## src/conv_timing_regs.svh

```systemverilog
// Operation
// Any software write to the timing control register ends the running conversion sequence and does not start a new one.
// Bit 7 selects result width: clear gives 10-bit results, set gives 8-bit results with a shorter conversion.
// Bits 6-5 select how many conversion clock cycles the second sampling phase lasts.
// Second-phase codes 00, 01, 10, 11 give 2, 4, 8 and 16 conversion clock periods.
// Every sample starts with a fixed two-cycle first phase that moves the buffered input onto the storage node.
// After the first phase the external input is tied straight to the storage node for the selected duration.
// Bits 4-0 set the conversion clock to bus clock / (value + 1) / 2, at most half the bus clock.
// After reset the prescale field holds 5, giving bus clock / 12.
// The conversion clock is an enable pulse from a reloading bus-clock counter, and phases count those pulses.
`ifndef CONV_TIMING_REGS_SVH
`define CONV_TIMING_REGS_SVH

`define CTC_ADDR_W        4
`define CTC_OFFSET        4'h4
`define CTC_STATUS_OFFSET 4'h5
`define CTC_WIDTH_BIT     7
`define CTC_SMP_HI        6
`define CTC_SMP_LO        5
`define CTC_PRS_HI        4
`define CTC_PRS_LO        0
`define CTC_RESET         8'h05
`define CTC_FIRST_PHASE   5'h02
`define CTC_SMP_LEN0      5'h02
`define CTC_SMP_LEN1      5'h04
`define CTC_SMP_LEN2      5'h08
`define CTC_SMP_LEN3      5'h10
`define CTC_CONV_BITS10   5'h0A
`define CTC_CONV_BITS8    5'h08

`endif

```

## src/conv_timing_pkg.sv

```systemverilog
package conv_timing_pkg;

  // sequencer states
  typedef enum logic [2:0] {
    ST_IDLE   = 3'b000,
    ST_PHASE1 = 3'b001,
    ST_PHASE2 = 3'b010,
    ST_CONV   = 3'b011
  } seq_state_t;

  typedef logic [4:0] cyc_count_t;

endpackage : conv_timing_pkg

```

## src/conv_clock_div.sv

```systemverilog
`timescale 1ns/1ps
`include "conv_timing_regs.svh"

// conversion clock enable: one pulse every 2*(prescale+1) bus clocks
module conv_clock_div #(
  parameter int PRS_W = 5
) (
  input  wire logic             mclk,     // bus clock
  input  wire logic             srst,     // synchronous reset
  input  wire logic             restart,  // realign divider
  input  wire logic [PRS_W-1:0] prescale, // prescale field
  output logic                  tick      // conversion clock enable
);

  initial begin
    if (PRS_W < 1 || PRS_W > 16) $error("conv_clock_div: bad PRS_W");
  end

  logic [PRS_W:0] cnt_r;
  logic [PRS_W:0] reload;

  // half period is prescale+1, full period twice that
  assign reload = {prescale, 1'b1};

  // reloading down-counter, tick on zero
  always_ff @(posedge mclk) begin
    if (srst || restart) begin
      cnt_r <= reload;
      tick  <= 1'b0;
    end else if (cnt_r == '0) begin
      cnt_r <= reload;
      tick  <= 1'b1;
    end else begin
      cnt_r <= cnt_r - 1'b1;
      tick  <= 1'b0;
    end
  end
endmodule : conv_clock_div

```

## src/conv_phase_counter.sv

```systemverilog
`timescale 1ns/1ps

// counts conversion clock enables down to zero, flags completion
module conv_phase_counter #(
  parameter int CNT_W = 5
) (
  input  wire logic             mclk,  // bus clock
  input  wire logic             srst,  // synchronous reset
  input  wire logic             load,  // load new length
  input  wire logic [CNT_W-1:0] len,   // length in conv clocks
  input  wire logic             tick,  // conversion clock enable
  output logic                  done   // last tick of the phase
);

  initial begin
    if (CNT_W < 2) $error("conv_phase_counter: bad CNT_W");
  end

  logic [CNT_W-1:0] left_r;

  assign done = tick && (left_r == {{(CNT_W-1){1'b0}}, 1'b1});

  // loaded value counts down once per conversion clock
  always_ff @(posedge mclk) begin
    if (srst) begin
      left_r <= '0;
    end else if (load) begin
      left_r <= len;
    end else if (tick && left_r != '0) begin
      left_r <= left_r - 1'b1;
    end
  end

endmodule : conv_phase_counter

```

## src/conv_timing_ctrl.sv

```systemverilog
`timescale 1ns/1ps
`include "conv_timing_regs.svh"

// conversion timing control: register, conversion clock and sample sequencer
module conv_timing_ctrl
  import conv_timing_pkg::*;
#(
  parameter int ADDR_W = `CTC_ADDR_W
) (
  input  wire logic              mclk,        // bus clock, 100 MHz
  input  wire logic              srst,        // synchronous reset, high
  input  wire logic [ADDR_W-1:0] addr,        // register address
  input  wire logic [7:0]        wrData,      // write data
  input  wire logic              wrStb,       // write strobe
  input  wire logic              rdStb,       // read strobe
  output logic [7:0]             rdData,      // read data, cycle after rdStb
  input  wire logic              startSeq,    // core asks for a sequence
  output logic                   convTick,    // conversion clock enable
  output logic                   bufSample,   // first phase: buffer to node
  output logic                   directSample,// second phase: input to node
  output logic                   converting,  // conversion running
  output logic                   seqDone,     // one-cycle pulse, sample+convert done
  output logic                   seqAbort,    // one-cycle pulse, sequence aborted
  output logic                   resultWidth8 // 1: 8-bit results
);

  initial begin
    if (ADDR_W < 3) $error("conv_timing_ctrl: ADDR_W too small");
  end

  // phase length decode, used for second phase
  function automatic cyc_count_t smpLen(input logic [1:0] code);
    unique case (code)
      2'b00: smpLen = `CTC_SMP_LEN0;
      2'b01: smpLen = `CTC_SMP_LEN1;
      2'b10: smpLen = `CTC_SMP_LEN2;
      2'b11: smpLen = `CTC_SMP_LEN3;
    endcase
  endfunction : smpLen

  logic [7:0]  ctl_r;
  seq_state_t  state_r;
  logic        ctlWrite;
  logic        statWrite;
  logic        phaseDone;
  logic        phaseLoad;
  cyc_count_t  phaseLen;
  logic [1:0]  sampleSel;
  logic [4:0]  prescale;

  assign ctlWrite  = wrStb && (addr == ADDR_W'(`CTC_OFFSET));
  assign statWrite = wrStb && (addr == ADDR_W'(`CTC_STATUS_OFFSET));
  assign sampleSel = ctl_r[`CTC_SMP_HI:`CTC_SMP_LO];
  assign prescale  = ctl_r[`CTC_PRS_HI:`CTC_PRS_LO];
  assign resultWidth8 = ctl_r[`CTC_WIDTH_BIT];

  // control register; reset value gives bus clock / 12
  always_ff @(posedge mclk) begin
    if (srst) begin
      ctl_r <= `CTC_RESET;
    end else if (ctlWrite) begin
      ctl_r <= wrData;
    end
  end

  // read mux; status word shows sequencer state, unmapped reads zero
  always_ff @(posedge mclk) begin
    if (srst) begin
      rdData <= 8'h00;
    end else if (rdStb) begin
      if (addr == ADDR_W'(`CTC_OFFSET)) begin
        rdData <= ctl_r;
      end else if (addr == ADDR_W'(`CTC_STATUS_OFFSET)) begin
        rdData <= {5'h00, state_r};
      end else begin
        rdData <= 8'h00;
      end
    end else begin
      rdData <= 8'h00;
    end
  end

  // divider is realigned on a write; its first period still uses the old prescale, the new rate applies after it
  conv_clock_div #(.PRS_W(5)) u_div (
    .mclk     (mclk),
    .srst     (srst),
    .restart  (ctlWrite),
    .prescale (prescale),
    .tick     (convTick)
  );

  // phase length chosen from the state being entered
  always_comb begin
    phaseLoad = 1'b0;
    phaseLen  = `CTC_FIRST_PHASE;
    unique case (state_r)
      ST_IDLE: begin
        phaseLoad = startSeq && !ctlWrite;
        phaseLen  = `CTC_FIRST_PHASE;
      end
      ST_PHASE1: begin
        phaseLoad = phaseDone;
        phaseLen  = smpLen(sampleSel);
      end
      ST_PHASE2: begin
        phaseLoad = phaseDone;
        phaseLen  = resultWidth8 ? `CTC_CONV_BITS8 : `CTC_CONV_BITS10;
      end
      ST_CONV: begin
        phaseLoad = 1'b0;
        phaseLen  = `CTC_FIRST_PHASE;
      end
      default: begin
        phaseLoad = 1'b0;
        phaseLen  = `CTC_FIRST_PHASE;
      end
    endcase
  end

  conv_phase_counter #(.CNT_W(5)) u_cnt (
    .mclk (mclk),
    .srst (srst),
    .load (phaseLoad),
    .len  (phaseLen),
    .tick (convTick),
    .done (phaseDone)
  );

  // sequencer; a control register write ends any sequence and never starts one
  always_ff @(posedge mclk) begin
    if (srst) begin
      state_r <= ST_IDLE;
    end else if (ctlWrite) begin
      state_r <= ST_IDLE;
    end else begin
      unique case (state_r)
        ST_IDLE:   if (startSeq) state_r <= ST_PHASE1;
        ST_PHASE1: if (phaseDone) state_r <= ST_PHASE2;
        ST_PHASE2: if (phaseDone) state_r <= ST_CONV;
        ST_CONV:   if (phaseDone) state_r <= ST_IDLE;
        default:   state_r <= ST_IDLE;
      endcase
    end
  end

  // event pulses, registered
  always_ff @(posedge mclk) begin
    if (srst) begin
      seqDone  <= 1'b0;
      seqAbort <= 1'b0;
    end else begin
      seqDone  <= !ctlWrite && state_r == ST_CONV && phaseDone;
      seqAbort <= ctlWrite && state_r != ST_IDLE;
    end
  end

  assign bufSample    = (state_r == ST_PHASE1);
  assign directSample = (state_r == ST_PHASE2);
  assign converting   = (state_r == ST_CONV);

  // helper: count ticks spent in each phase of a sequence, conversion included
  logic [5:0] tickCnt_r;
  always_ff @(posedge mclk) begin
    if (srst || phaseLoad || ctlWrite) begin
      tickCnt_r <= 6'h00;
    end else if (convTick && state_r != ST_IDLE) begin
      tickCnt_r <= tickCnt_r + 6'h01;
    end
  end

  // helper: bus clocks since the last enable; only a period with no write in it is judged
  logic [6:0] tickGap_r;
  logic       gapValid_r;
  always_ff @(posedge mclk) begin
    if (srst || ctlWrite) begin
      tickGap_r  <= 7'h00;
      gapValid_r <= 1'b0;
    end else if (convTick) begin
      tickGap_r  <= 7'h01;
      gapValid_r <= 1'b1;
    end else begin
      tickGap_r  <= tickGap_r + 7'h01;
    end
  end
endmodule : conv_timing_ctrl

```

## config.mk

```make
export PLATFORM = sky130hd
export DESIGN_NAME = conv_timing_ctrl
export DESIGN_NICKNAME = d
export VERILOG_FILES = /design/src/conv_timing_pkg.sv /design/src/conv_clock_div.sv /design/src/conv_phase_counter.sv /design/src/conv_timing_ctrl.sv
export VERILOG_INCLUDE_DIRS = /design/src /design/src/src
export SDC_FILE = /design/constraint.sdc
export NUM_CORES = 1
export LEC_CHECK = 0
export BUFFER_PORTS_ARGS = -buffer_cell sky130_fd_sc_hd__buf_2
export CORE_ASPECT_RATIO = 1.1
export CORE_MARGIN = 2
export CORE_UTILIZATION = 43
export CTS_CLUSTER_DIAMETER = 200
export DETAILED_ROUTE_END_ITERATION = 8
export PLACE_DENSITY = 0.72
export SYNTH_ARGS = -nofsm -noshare
export SYNTH_HDL_FRONTEND = slang
export SYNTH_SLANG_ARGS = --single-unit
```

## constraint.sdc

```tcl
create_clock -name mclk -period 2.5 [get_ports mclk]
set_clock_uncertainty 0.15 [all_clocks]
set_input_delay 0.5 -clock mclk [delete_from_list [all_inputs] [get_ports mclk]]
set_output_delay 0.5 -clock mclk [all_outputs]
set_load 0.1 [all_outputs]
```

==> results of run 1 <==
sequential cells by signal (all words and copies together) (netlist names):
signal        cells
seqDone           1
u_div.tick        1
ctl_r             8
state_r           2
u_div.cnt_r       6
rdData            8
seqAbort          1
u_cnt.left_r      5
power breakdown:
| part | total [mW] | switching [mW] | leakage [nW] | internal, mW |
|---|---|---|---|---|
| clock | 0.310 | 0.172 | 0.0315 | 0.138 |
| combinational | 0.461 | 0.307 | 0.475 | 0.154 |
| sequential | 0.590 | 0.0437 | 0.260 | 0.546 |
| total | 1.36 | 0.523 | 0.766 | 0.838 |
per-stage QoR:
stage / total power [mW] / util / std cells / cell area, µm² / hold slack (ns)
final: 1.361 / 0.5301 / 246 / 1765 / 0.2187
after global routing: 1.462 / 0.5301 / 246 / 1765 / 0.1990
after CTS: 1.370 / 0.5301 / 246 / 1765 / 0.2118
after detailed placement: 1.061 / 0.5113 / 238 / 1703 / 0.2589
after global placement: 1.050 / 0.5113 / 238 / 1703 / 0.2524
after floorplan: 0.9686 / - / 162 / 1499 / 0.2309
routing by layer:
metal | routed length, µm | up-vias | GRT usage | part of all wire
met2 | 1462 | 35 | 0.2840 | 0.47
met3 | 163 | 4 | 0.06262 | 0.053
met4 | 42 | 0 | 0.08889 | 0.014
met1 | 1433 | 573 | 0.2240 | 0.46
li1 | - | 638 | - | -
met5 | 0 | - | 0 | 0
layout by cell type, fill, tap and decap left out, types with 3 or more instances in the layout:
cell type / n
inv_1: 8
and2_1: 8
nor2_1: 8
nor3_1: 7
a21oi_1: 13
mux2_2: 4
nand2_1: 20
nor2b_1: 6
o211ai_1: 3
buf_2: 31
mux2i_1: 3
nand3_1: 5
clkbuf_4: 5
xnor2_1: 3
ha_1: 9
dfxtp_1: 32
nand3b_1: 3
cell usage after synthesis:
cell        n  area share
dfxtp_1    32        0.43
nand2_1    20       0.050
a21oi_1    13       0.043
ha_1        9       0.075
and2_1      8       0.033
inv_1       8       0.020
nor2_1      8       0.020
nor3_1      7       0.023
nor2b_1     6       0.025
nand3_1     5       0.017
mux2_2      4       0.030
clkbuf_1    3      0.0075
mux2i_1     3       0.020
nand3b_1    3       0.015
o211ai_1    3       0.015
xnor2_1     3       0.018
a211o_1     2       0.012
and3_1      2      0.0083
nor3b_1     2       0.010
nor4b_1     2       0.012
o2111ai_1   2       0.012
o21ai_0     2      0.0067
or3b_1      2       0.012
xor2_1      2       0.012
a21oi_2     1      0.0058
a221oi_2    1       0.010
a22o_1      1      0.0058
a31oi_1     1      0.0042
and3b_1     1      0.0058
nand2b_1    1      0.0042
nor3b_2     1      0.0083
nor4b_4     1       0.016
o221ai_1    1      0.0058
o31a_1      1      0.0058
or4_1       1      0.0050
cell families after synthesis:
group                      Yosys count  synth area share
buffers and inverters               11           0.02755
xor gates and xnor gates             5           0.02922
DFF                                 32            0.4274
adders and majority gates            9           0.07513
AOI/OAI and AO/OA                   28            0.1260
muxes                                7           0.05008
and+or+nand+nor                     70            0.2646
worst max-delay path by stage:
stage          startpoint         endpoint  slack, ns
2_1_floorplan  u_div.tick       state_r[0]       0.22
3_3_place_gp      addr[1]   u_div.cnt_r[5]       0.49
3_5_place_dp   state_r[0]  u_cnt.left_r[1]       0.48
4_1_cts        state_r[0]        bufSample       0.30
5_1_grt        state_r[1]        bufSample       0.21
6_report       state_r[0]        bufSample       0.32
cell type report:
type | instances | area, µm² | area share
clock buffer | 7 | 55.05 | 0.03118
clock inverter | 1 | 7.507 | 0.004252
multi-input combinational | 119 | 817.0 | 0.4628
tap | 48 | 60.06 | 0.03402
sequential | 32 | 640.6 | 0.3629
inverter | 8 | 30.03 | 0.01701
timing repair buffer | 31 | 155.1 | 0.08788
==> flow_summary.toml, run 1 <==
[run_status]
status = "completed"

[synthesis]
synth_nets = 188
yosys_warnings = 0
ys_types = 35
yosysSeqAreaShare = 0.4274
syn_avg_cell_area_um2 = 9.253
synth.ff_latch_count = 32
synth_area_um2 = 1499
synthCells = 162

[critical_path]
cp-end-kind = "primary output"
critical_path_class = "reg2out"
r2r_start = "state_r[0]"
path_delay_family = "buffers and inverters"
slowest_stage = "buf_2"
worstPathRequired_ns = 1.85
rr_worst_depth = 6
reg2reg_setup_slack_ns = 0.43
cp-start-kind = "flip-flop"
crit_fanout = 6
cp.buffers_inverters = 1
cp.depth = 2
cpPeakStageDelay_ns = 0.46
crit_arrival_ns = 1.53
reg2reg_to = "u_cnt.left_r[2]"
worstPathCellList = "ha_1, buf_2"

[die]
rows = 22
fp.dieArea_um2 = 3975
die_x_um = 60.30
top_level_ports = 32
initial_core_util = 0.4500
die_h_um = 65.92
core_area_um2 = 3331

[power]
peakVddDrop_mv = 0.4338
leakage_nw = 0.7663
p_per_area_nw_per_um2 = 770.6

[global_routing]
grt_max_degree = 19
antenna_found_initial = 0
grt.overflow.total = 0
grt_pass1_wl_um = 5457
grt_usage = 0.1835
grt_pass1_vias = 1239

[timing]
report.final.slew_viol_count = 0
hold_viol_final = 0
fin_tns_setup_ns = 0
setup_viol = 0
relSlewSlack = 0.6748
finalCritPeriodShare = 0.8726
fin_crit_ns = 2.181
worstMarginPinSlew_ns = 0.4810
worst_slack_ns = 0.3186
fmaxAchievable_mhz = 458.4
rsz0062_at_grt = "no"

[cells_and_area]
num-fill-cells = 336
antenna_cells = 0
area_growth_pct = 17.78
layout-drive-gt1-share = 0.2323
nNetsFinal = 223

[routing]
wirelength_um = 3102
dr_total_vias = 1250
vias_per_cell = 5.081
remaining_drc_errors = 0
ant_nets = 0
firstDrtPassIters = 4
drt_iter0_markers = 33
wl_per_cell_um = 12.61

[min_path]
min_to = "ctl_r[0]"
min_from = "wrData[0]"
hold_depth = 2
min_path_type = "in2reg"

[cts]
cts_setup_buffers = 0
cts_sinks = 32
h-tree-depth = 2
clk_path_buf_depth = 2
cts_hold_buf = 0
ctsResizeCount = 0
cts_buffers = 5
clk_latency_ns = 0.33
cts_tree = "built"
root_buffer = "clkbuf_4"
clkTransAtPathRegs_ns = 0.10

[place]
post-dp-hpwl_um = 2344
post-place-ws_ns = 0.4791
portBuffers = 31
routabilityCongestion = 0.8404

[run]
maxCapViolations = 0
(Power assumes the default switching activity.)
==> run 2: changes to the inputs <==
- REMOVE_ABC_BUFFERS: unset -> 1
==> run 2 against run 1 <==
Critical path type unchanged; non-clock buffer count unchanged; maximum frequency is 1.7% lower; combinational power grew 0.9%; sequential share of layout area stayed put; first-iteration DRC count rose by 79%; routed wire length decreased by 2.5%; critical path depth unchanged; clock-buffer cell count stayed put; total power increased by 0.82%; register-to-register slack improved by 0.02 ns; core utilization did not move; sequential power about the same.
==> flow_summary.toml, run 2 (synthesis gave the netlist of run 1 again) <==
[timing]
whs_ns = 0.2053
report.final.slew_viol_count = 0
hold_viol_final = 0
finalCritPeriodShare = 0.8875
fmaxAchievable_mhz = 450.7
worstMarginPinSlew_ns = 0.5516
fin_crit_ns = 2.219
fin_tns_setup_ns = 0
relSlewSlack = 0.6271
rsz0062_at_grt = "no"
setup_viol = 0

[cts]
cts_setup_buffers = 0
h-tree-depth = 2
cts_hold_buf = 0
cts_buffers = 5
clk_path_buf_depth = 2
cts_sinks = 32
clk_latency_ns = 0.34
cts_tree = "built"
clkTransAtPathRegs_ns = 0.10
ctsResizeCount = 0
root_buffer = "clkbuf_4"

[routing]
ant_nets = 0
vias_per_cell = 5.024
wl_met1_um = 1350
dr_wl_met2_um = 1476
dr_total_vias = 1236
remaining_drc_errors = 0
wirelength_um = 3024
drt_iter0_markers = 59
wl_met3_um = 137
maxUsedRoutingLayer = "met4"
wl_per_cell_um = 12.29
firstDrtPassIters = 4

[critical_path]
path_delay_family = "buffers and inverters"
worstPathRequired_ns = 1.85
crit_arrival_ns = 1.57
worstPathCellList = "ha_1, buf_2"
slowest_stage = "buf_2"
cp-end-kind = "primary output"
cp-start-kind = "flip-flop"
critical_path_class = "reg2out"
cp.buffers_inverters = 1
crit_fanout = 6
cpPeakStageDelay_ns = 0.47

[die]
core_area_um2 = 3331
die_h_um = 65.92
fp.dieArea_um2 = 3975
top_level_ports = 32
rows = 22
initial_core_util = 0.4500
die_x_um = 60.30

[power]
peakVddDrop_mv = 0.4210
leakage_nw = 0.7663
p_per_area_nw_per_um2 = 777.0

[global_routing]
grt_max_degree = 19
grt_pass1_wl_um = 5099
antenna_found_initial = 0
grt_pass1_vias = 1168
grt.overflow.total = 0
grt_usage = 0.1730

[cells_and_area]
reg_top3 = "ctl_r (8), rdData (8), u_div.cnt_r (6)"
nNetsFinal = 223
mostFrequentLayoutCells = "dfxtp_1 (32), buf_2 (31), nand2_1 (20)"
layout-drive-gt1-share = 0.2323
antenna_cells = 0
postLayoutCellArea_um2 = 1765
layout_commonest_cell = "dfxtp_1"
stdcell_count = 246
area_growth_pct = 17.78
num-fill-cells = 311

[place]
post-dp-hpwl_um = 2287
dp_cells = 238
portBuffers = 31
placed_area_um2 = 1703
routabilityCongestion = 0.8601

[run]
maxCapViolations = 0

[run_status]
status = "completed"

[min_path]
min_path_type = "in2reg"
## run 2: cell counts in the layout (fill, tap and decap cells not counted)
Identical to the previous run, type by type.
## run 2: final timing paths
check,start,to,slack [ns],cells after the start
worst max-delay path,state_r[0],bufSample,0.28,2
worst min-delay path,wrData[0],ctl_r[0],0.21,2
worst max register to register,state_r[0],u_cnt.left_r[2],0.45,6
worst min register to register,u_div.cnt_r[0],u_div.cnt_r[0],0.27,1
## run 2: area by class of cell
| type | count | area, µm² | area share |
|---|---|---|---|
| flip-flops and latches | 32 | 640.6 | 0.3629 |
| clock buffers | 7 | 55.05 | 0.03118 |
| repair buffers | 31 | 155.1 | 0.08788 |
| multi-input cells | 119 | 817.0 | 0.4628 |
| well taps | 48 | 60.06 | 0.03402 |
| clock inverters | 1 | 7.507 | 0.004252 |
| inverters | 8 | 30.03 | 0.01701 |
## run 2: metal layers
metal | vias to the layer above | track usage
met5 | - | 0
met4 | 0 | 0.07500
met3 | 7 | 0.04305
met2 | 26 | 0.2853
met1 | 565 | 0.2092
li1 | 638 | -
## run 2: power by group
| group | internal [mW] | switching, mW |
|---|---|---|
| Sequential | 0.546 | 0.0443 |
| Combinational | 0.154 | 0.311 |
| Clock | 0.138 | 0.179 |
## run 2: worst register-to-register path, cell delays in order, from the launching register on
cell and delay (ns):
dfxtp_1 0.45, inv_1 0.09, ha_1 0.30, nor2b_1 0.28, nand3_1 0.23, and2_1 0.24, a221oi_2 0.23
## run 2: stage by stage
stage / total power, mW / setup slack (ns) / utilization
after floorplan: 0.9650 / 0.2172 / -
final: 1.372 / 0.2812 / 0.5301
after CTS: 1.377 / 0.3000 / 0.5301
after global placement: 1.053 / 0.5374 / 0.5113
after detailed placement: 1.060 / 0.4605 / 0.5113
after global routing: 1.453 / 0.2066 / 0.5301
==> run 3: changes to the inputs <==
- ABC_AREA: unset -> 1
==> run 3 against run 2 <==
Total power up 8.6%; synthesized area down 1.1%; sequential power down 1%; first-iteration DRC count down 37%; final cell count up 11%; critical path type unchanged; largest cell class unchanged; largest power group is now combinational cells.
==> flow_summary.toml, run 3 <==
[cts]
h-tree-depth = 2
clk_path_buf_depth = 2
cts_buffers = 5
cts_setup_buffers = 0
cts_tree = "built"
root_buffer = "clkbuf_4"
cts_sinks = 32
cts_hold_buf = 0
clk_latency_ns = 0.34
clkTransAtPathRegs_ns = 0.10
ctsResizeCount = 0

[synthesis]
synth.ff_latch_count = 32
yosysSeqAreaShare = 0.4321
synth_area_um2 = 1483
synthTopCellsByCount = "dfxtp_1 (32), inv_1 (32), nand2_1 (26)"
ys_types = 26
netlist.top_cell.by_area = "dfxtp_1"
synth_top_area_frac = 0.4321
ys_top_cells_by_area = "dfxtp_1 (43%), inv_1 (8.1%), ha_1 (7.6%)"
synth_flop_cell = "dfxtp_1"
synth_edf_count = 0
synthCells = 187
yosys_warnings = 0
async_flop_share = 0
syn_avg_cell_area_um2 = 7.929

[run]
maxCapViolations = 0

[critical_path]
crit_fanout = 6
slowest_stage = "buf_2"
cp-end-kind = "primary output"
r2r_start = "state_r[0]"
worstSetupEndpoint = "bufSample"
worstPathRequired_ns = 1.85
crit_arrival_ns = 1.54
rr_worst_depth = 8
critical_path_class = "reg2out"
cp-start-kind = "flip-flop"
reg2reg_setup_slack_ns = 0.74
critPathLaunch = "state_r[1]"
worstPathCellList = "inv_1, ha_1, buf_2"
reg2reg_to = "u_cnt.left_r[1]"
cpPeakStageDelay_ns = 0.46

[routing]
remaining_drc_errors = 0
drt_iter0_markers = 37
firstDrtPassIters = 4
wirelength_um = 3052
ant_nets = 0
wl_per_cell_um = 11.14
dr_total_vias = 1281
vias_per_cell = 4.675

[timing]
relSlewSlack = 0.6777
setup_viol = 0
finalCritPeriodShare = 0.8771
report.final.slew_viol_count = 0
worstMarginPinSlew_ns = 0.4869
hold_viol_final = 0
whs_ns = 0.2075
fin_crit_ns = 2.193
worst_slack_ns = 0.3073
rsz0062_at_grt = "no"
fin_tns_setup_ns = 0
fmaxAchievable_mhz = 456.1

[global_routing]
grt_pass1_vias = 1135
grt_usage = 0.1778
antenna_found_initial = 0
grt_pass1_wl_um = 5092
grt_max_degree = 11
grt.overflow.total = 0

[place]
portBuffers = 31
post-place-ws_ns = 0.6680
routabilityCongestion = 0.8928
post-dp-hpwl_um = 2335

[cells_and_area]
mostFrequentLayoutCells = "inv_1 (32), dfxtp_1 (32), buf_2 (31)"
layout-drive-gt1-share = 0.2434
nNetsFinal = 251
reg_top3 = "ctl_r (8), rdData (8), u_div.cnt_r (6)"
area_growth_pct = 18.65
antenna_cells = 0

[power]
p_total_mw = 1.489
peakVddDrop_mv = 0.3538
leakage_nw = 0.8336
p_per_area_nw_per_um2 = 846.6

[die]
initial_core_util = 0.4452
die_h_um = 65.59
fp.dieArea_um2 = 3934
top_level_ports = 32
core_area_um2 = 3331
die_x_um = 59.99
rows = 22

[run_status]
status = "completed"

[min_path]
min_path_type = "in2reg"
[run 3: how the worst min path moves through the flow]
stage                               from        endpoint  slack, ns  cells past startpoint
after floorplan           u_div.cnt_r[0]  u_div.cnt_r[0]       0.22                      1
after global placement    u_div.cnt_r[0]  u_div.cnt_r[0]       0.22                      1
after detailed placement  u_div.cnt_r[0]  u_div.cnt_r[0]       0.23                      1
after CTS                      wrData[4]        ctl_r[4]       0.20                      3
after global routing           wrData[4]        ctl_r[4]       0.19                      3
final                          wrData[4]        ctl_r[4]       0.21                      3
[run 3: power breakdown]
group          internal [mW]  total, mW  switching (mW)
clock network          0.134      0.312           0.178
registers              0.550      0.583          0.0330
logic                  0.177      0.595           0.418
total                  0.861       1.49           0.629
[run 3: layout make-up]
type / count / area [µm²]
clock inverter: 2 / 10.01
inverter: 34 / 127.6
fill: 335 / 1572
clock buffer: 6 / 51.30
sequential: 32 / 640.6
tap: 48 / 60.06
multi-input combinational: 121 / 714.4
timing repair buffer: 31 / 155.1
[run 3: logic make-up (layout without fill, tap and decap cells)]
group           count (synthesis)  after routing  share of synthesized area
simple gates                   78             78                     0.2684
fa+ha+maj                       9              9                    0.07595
flops                          32             32                     0.4321
xor+xnor                        6              6                    0.03544
compound gates                 28             28                     0.1021
buf+inv                        34             73                    0.08608
[run 3: through the flow]
| stage | utilization | area, µm² | instances |
|---|---|---|---|
| 6_report | 0.5282 | 1759 | 274 |
| 5_1_grt | 0.5282 | 1759 | 274 |
| 4_1_cts | 0.5282 | 1759 | 274 |
| 3_5_place_dp | 0.5098 | 1698 | 266 |
| 3_3_place_gp | 0.5098 | 1698 | 266 |
| 2_1_floorplan | - | 1483 | 187 |
[run 3: critical path, delay by kind of cell (launching register included)]
kind                     cells  cell delay, ns
adder cells (fa/ha/maj)      1            0.27
buffers and inverters        2            0.58
flip-flops                   1            0.35
[run 3: metal layers]
layer / vias to the layer above / part of all wire / track usage
li1: 667 / - / -
met1: 574 / 0.46 / 0.2149
met2: 34 / 0.46 / 0.2799
met3: 6 / 0.059 / 0.06496
met4: 0 / 0.020 / 0.07500
met5: - / 0 / 0
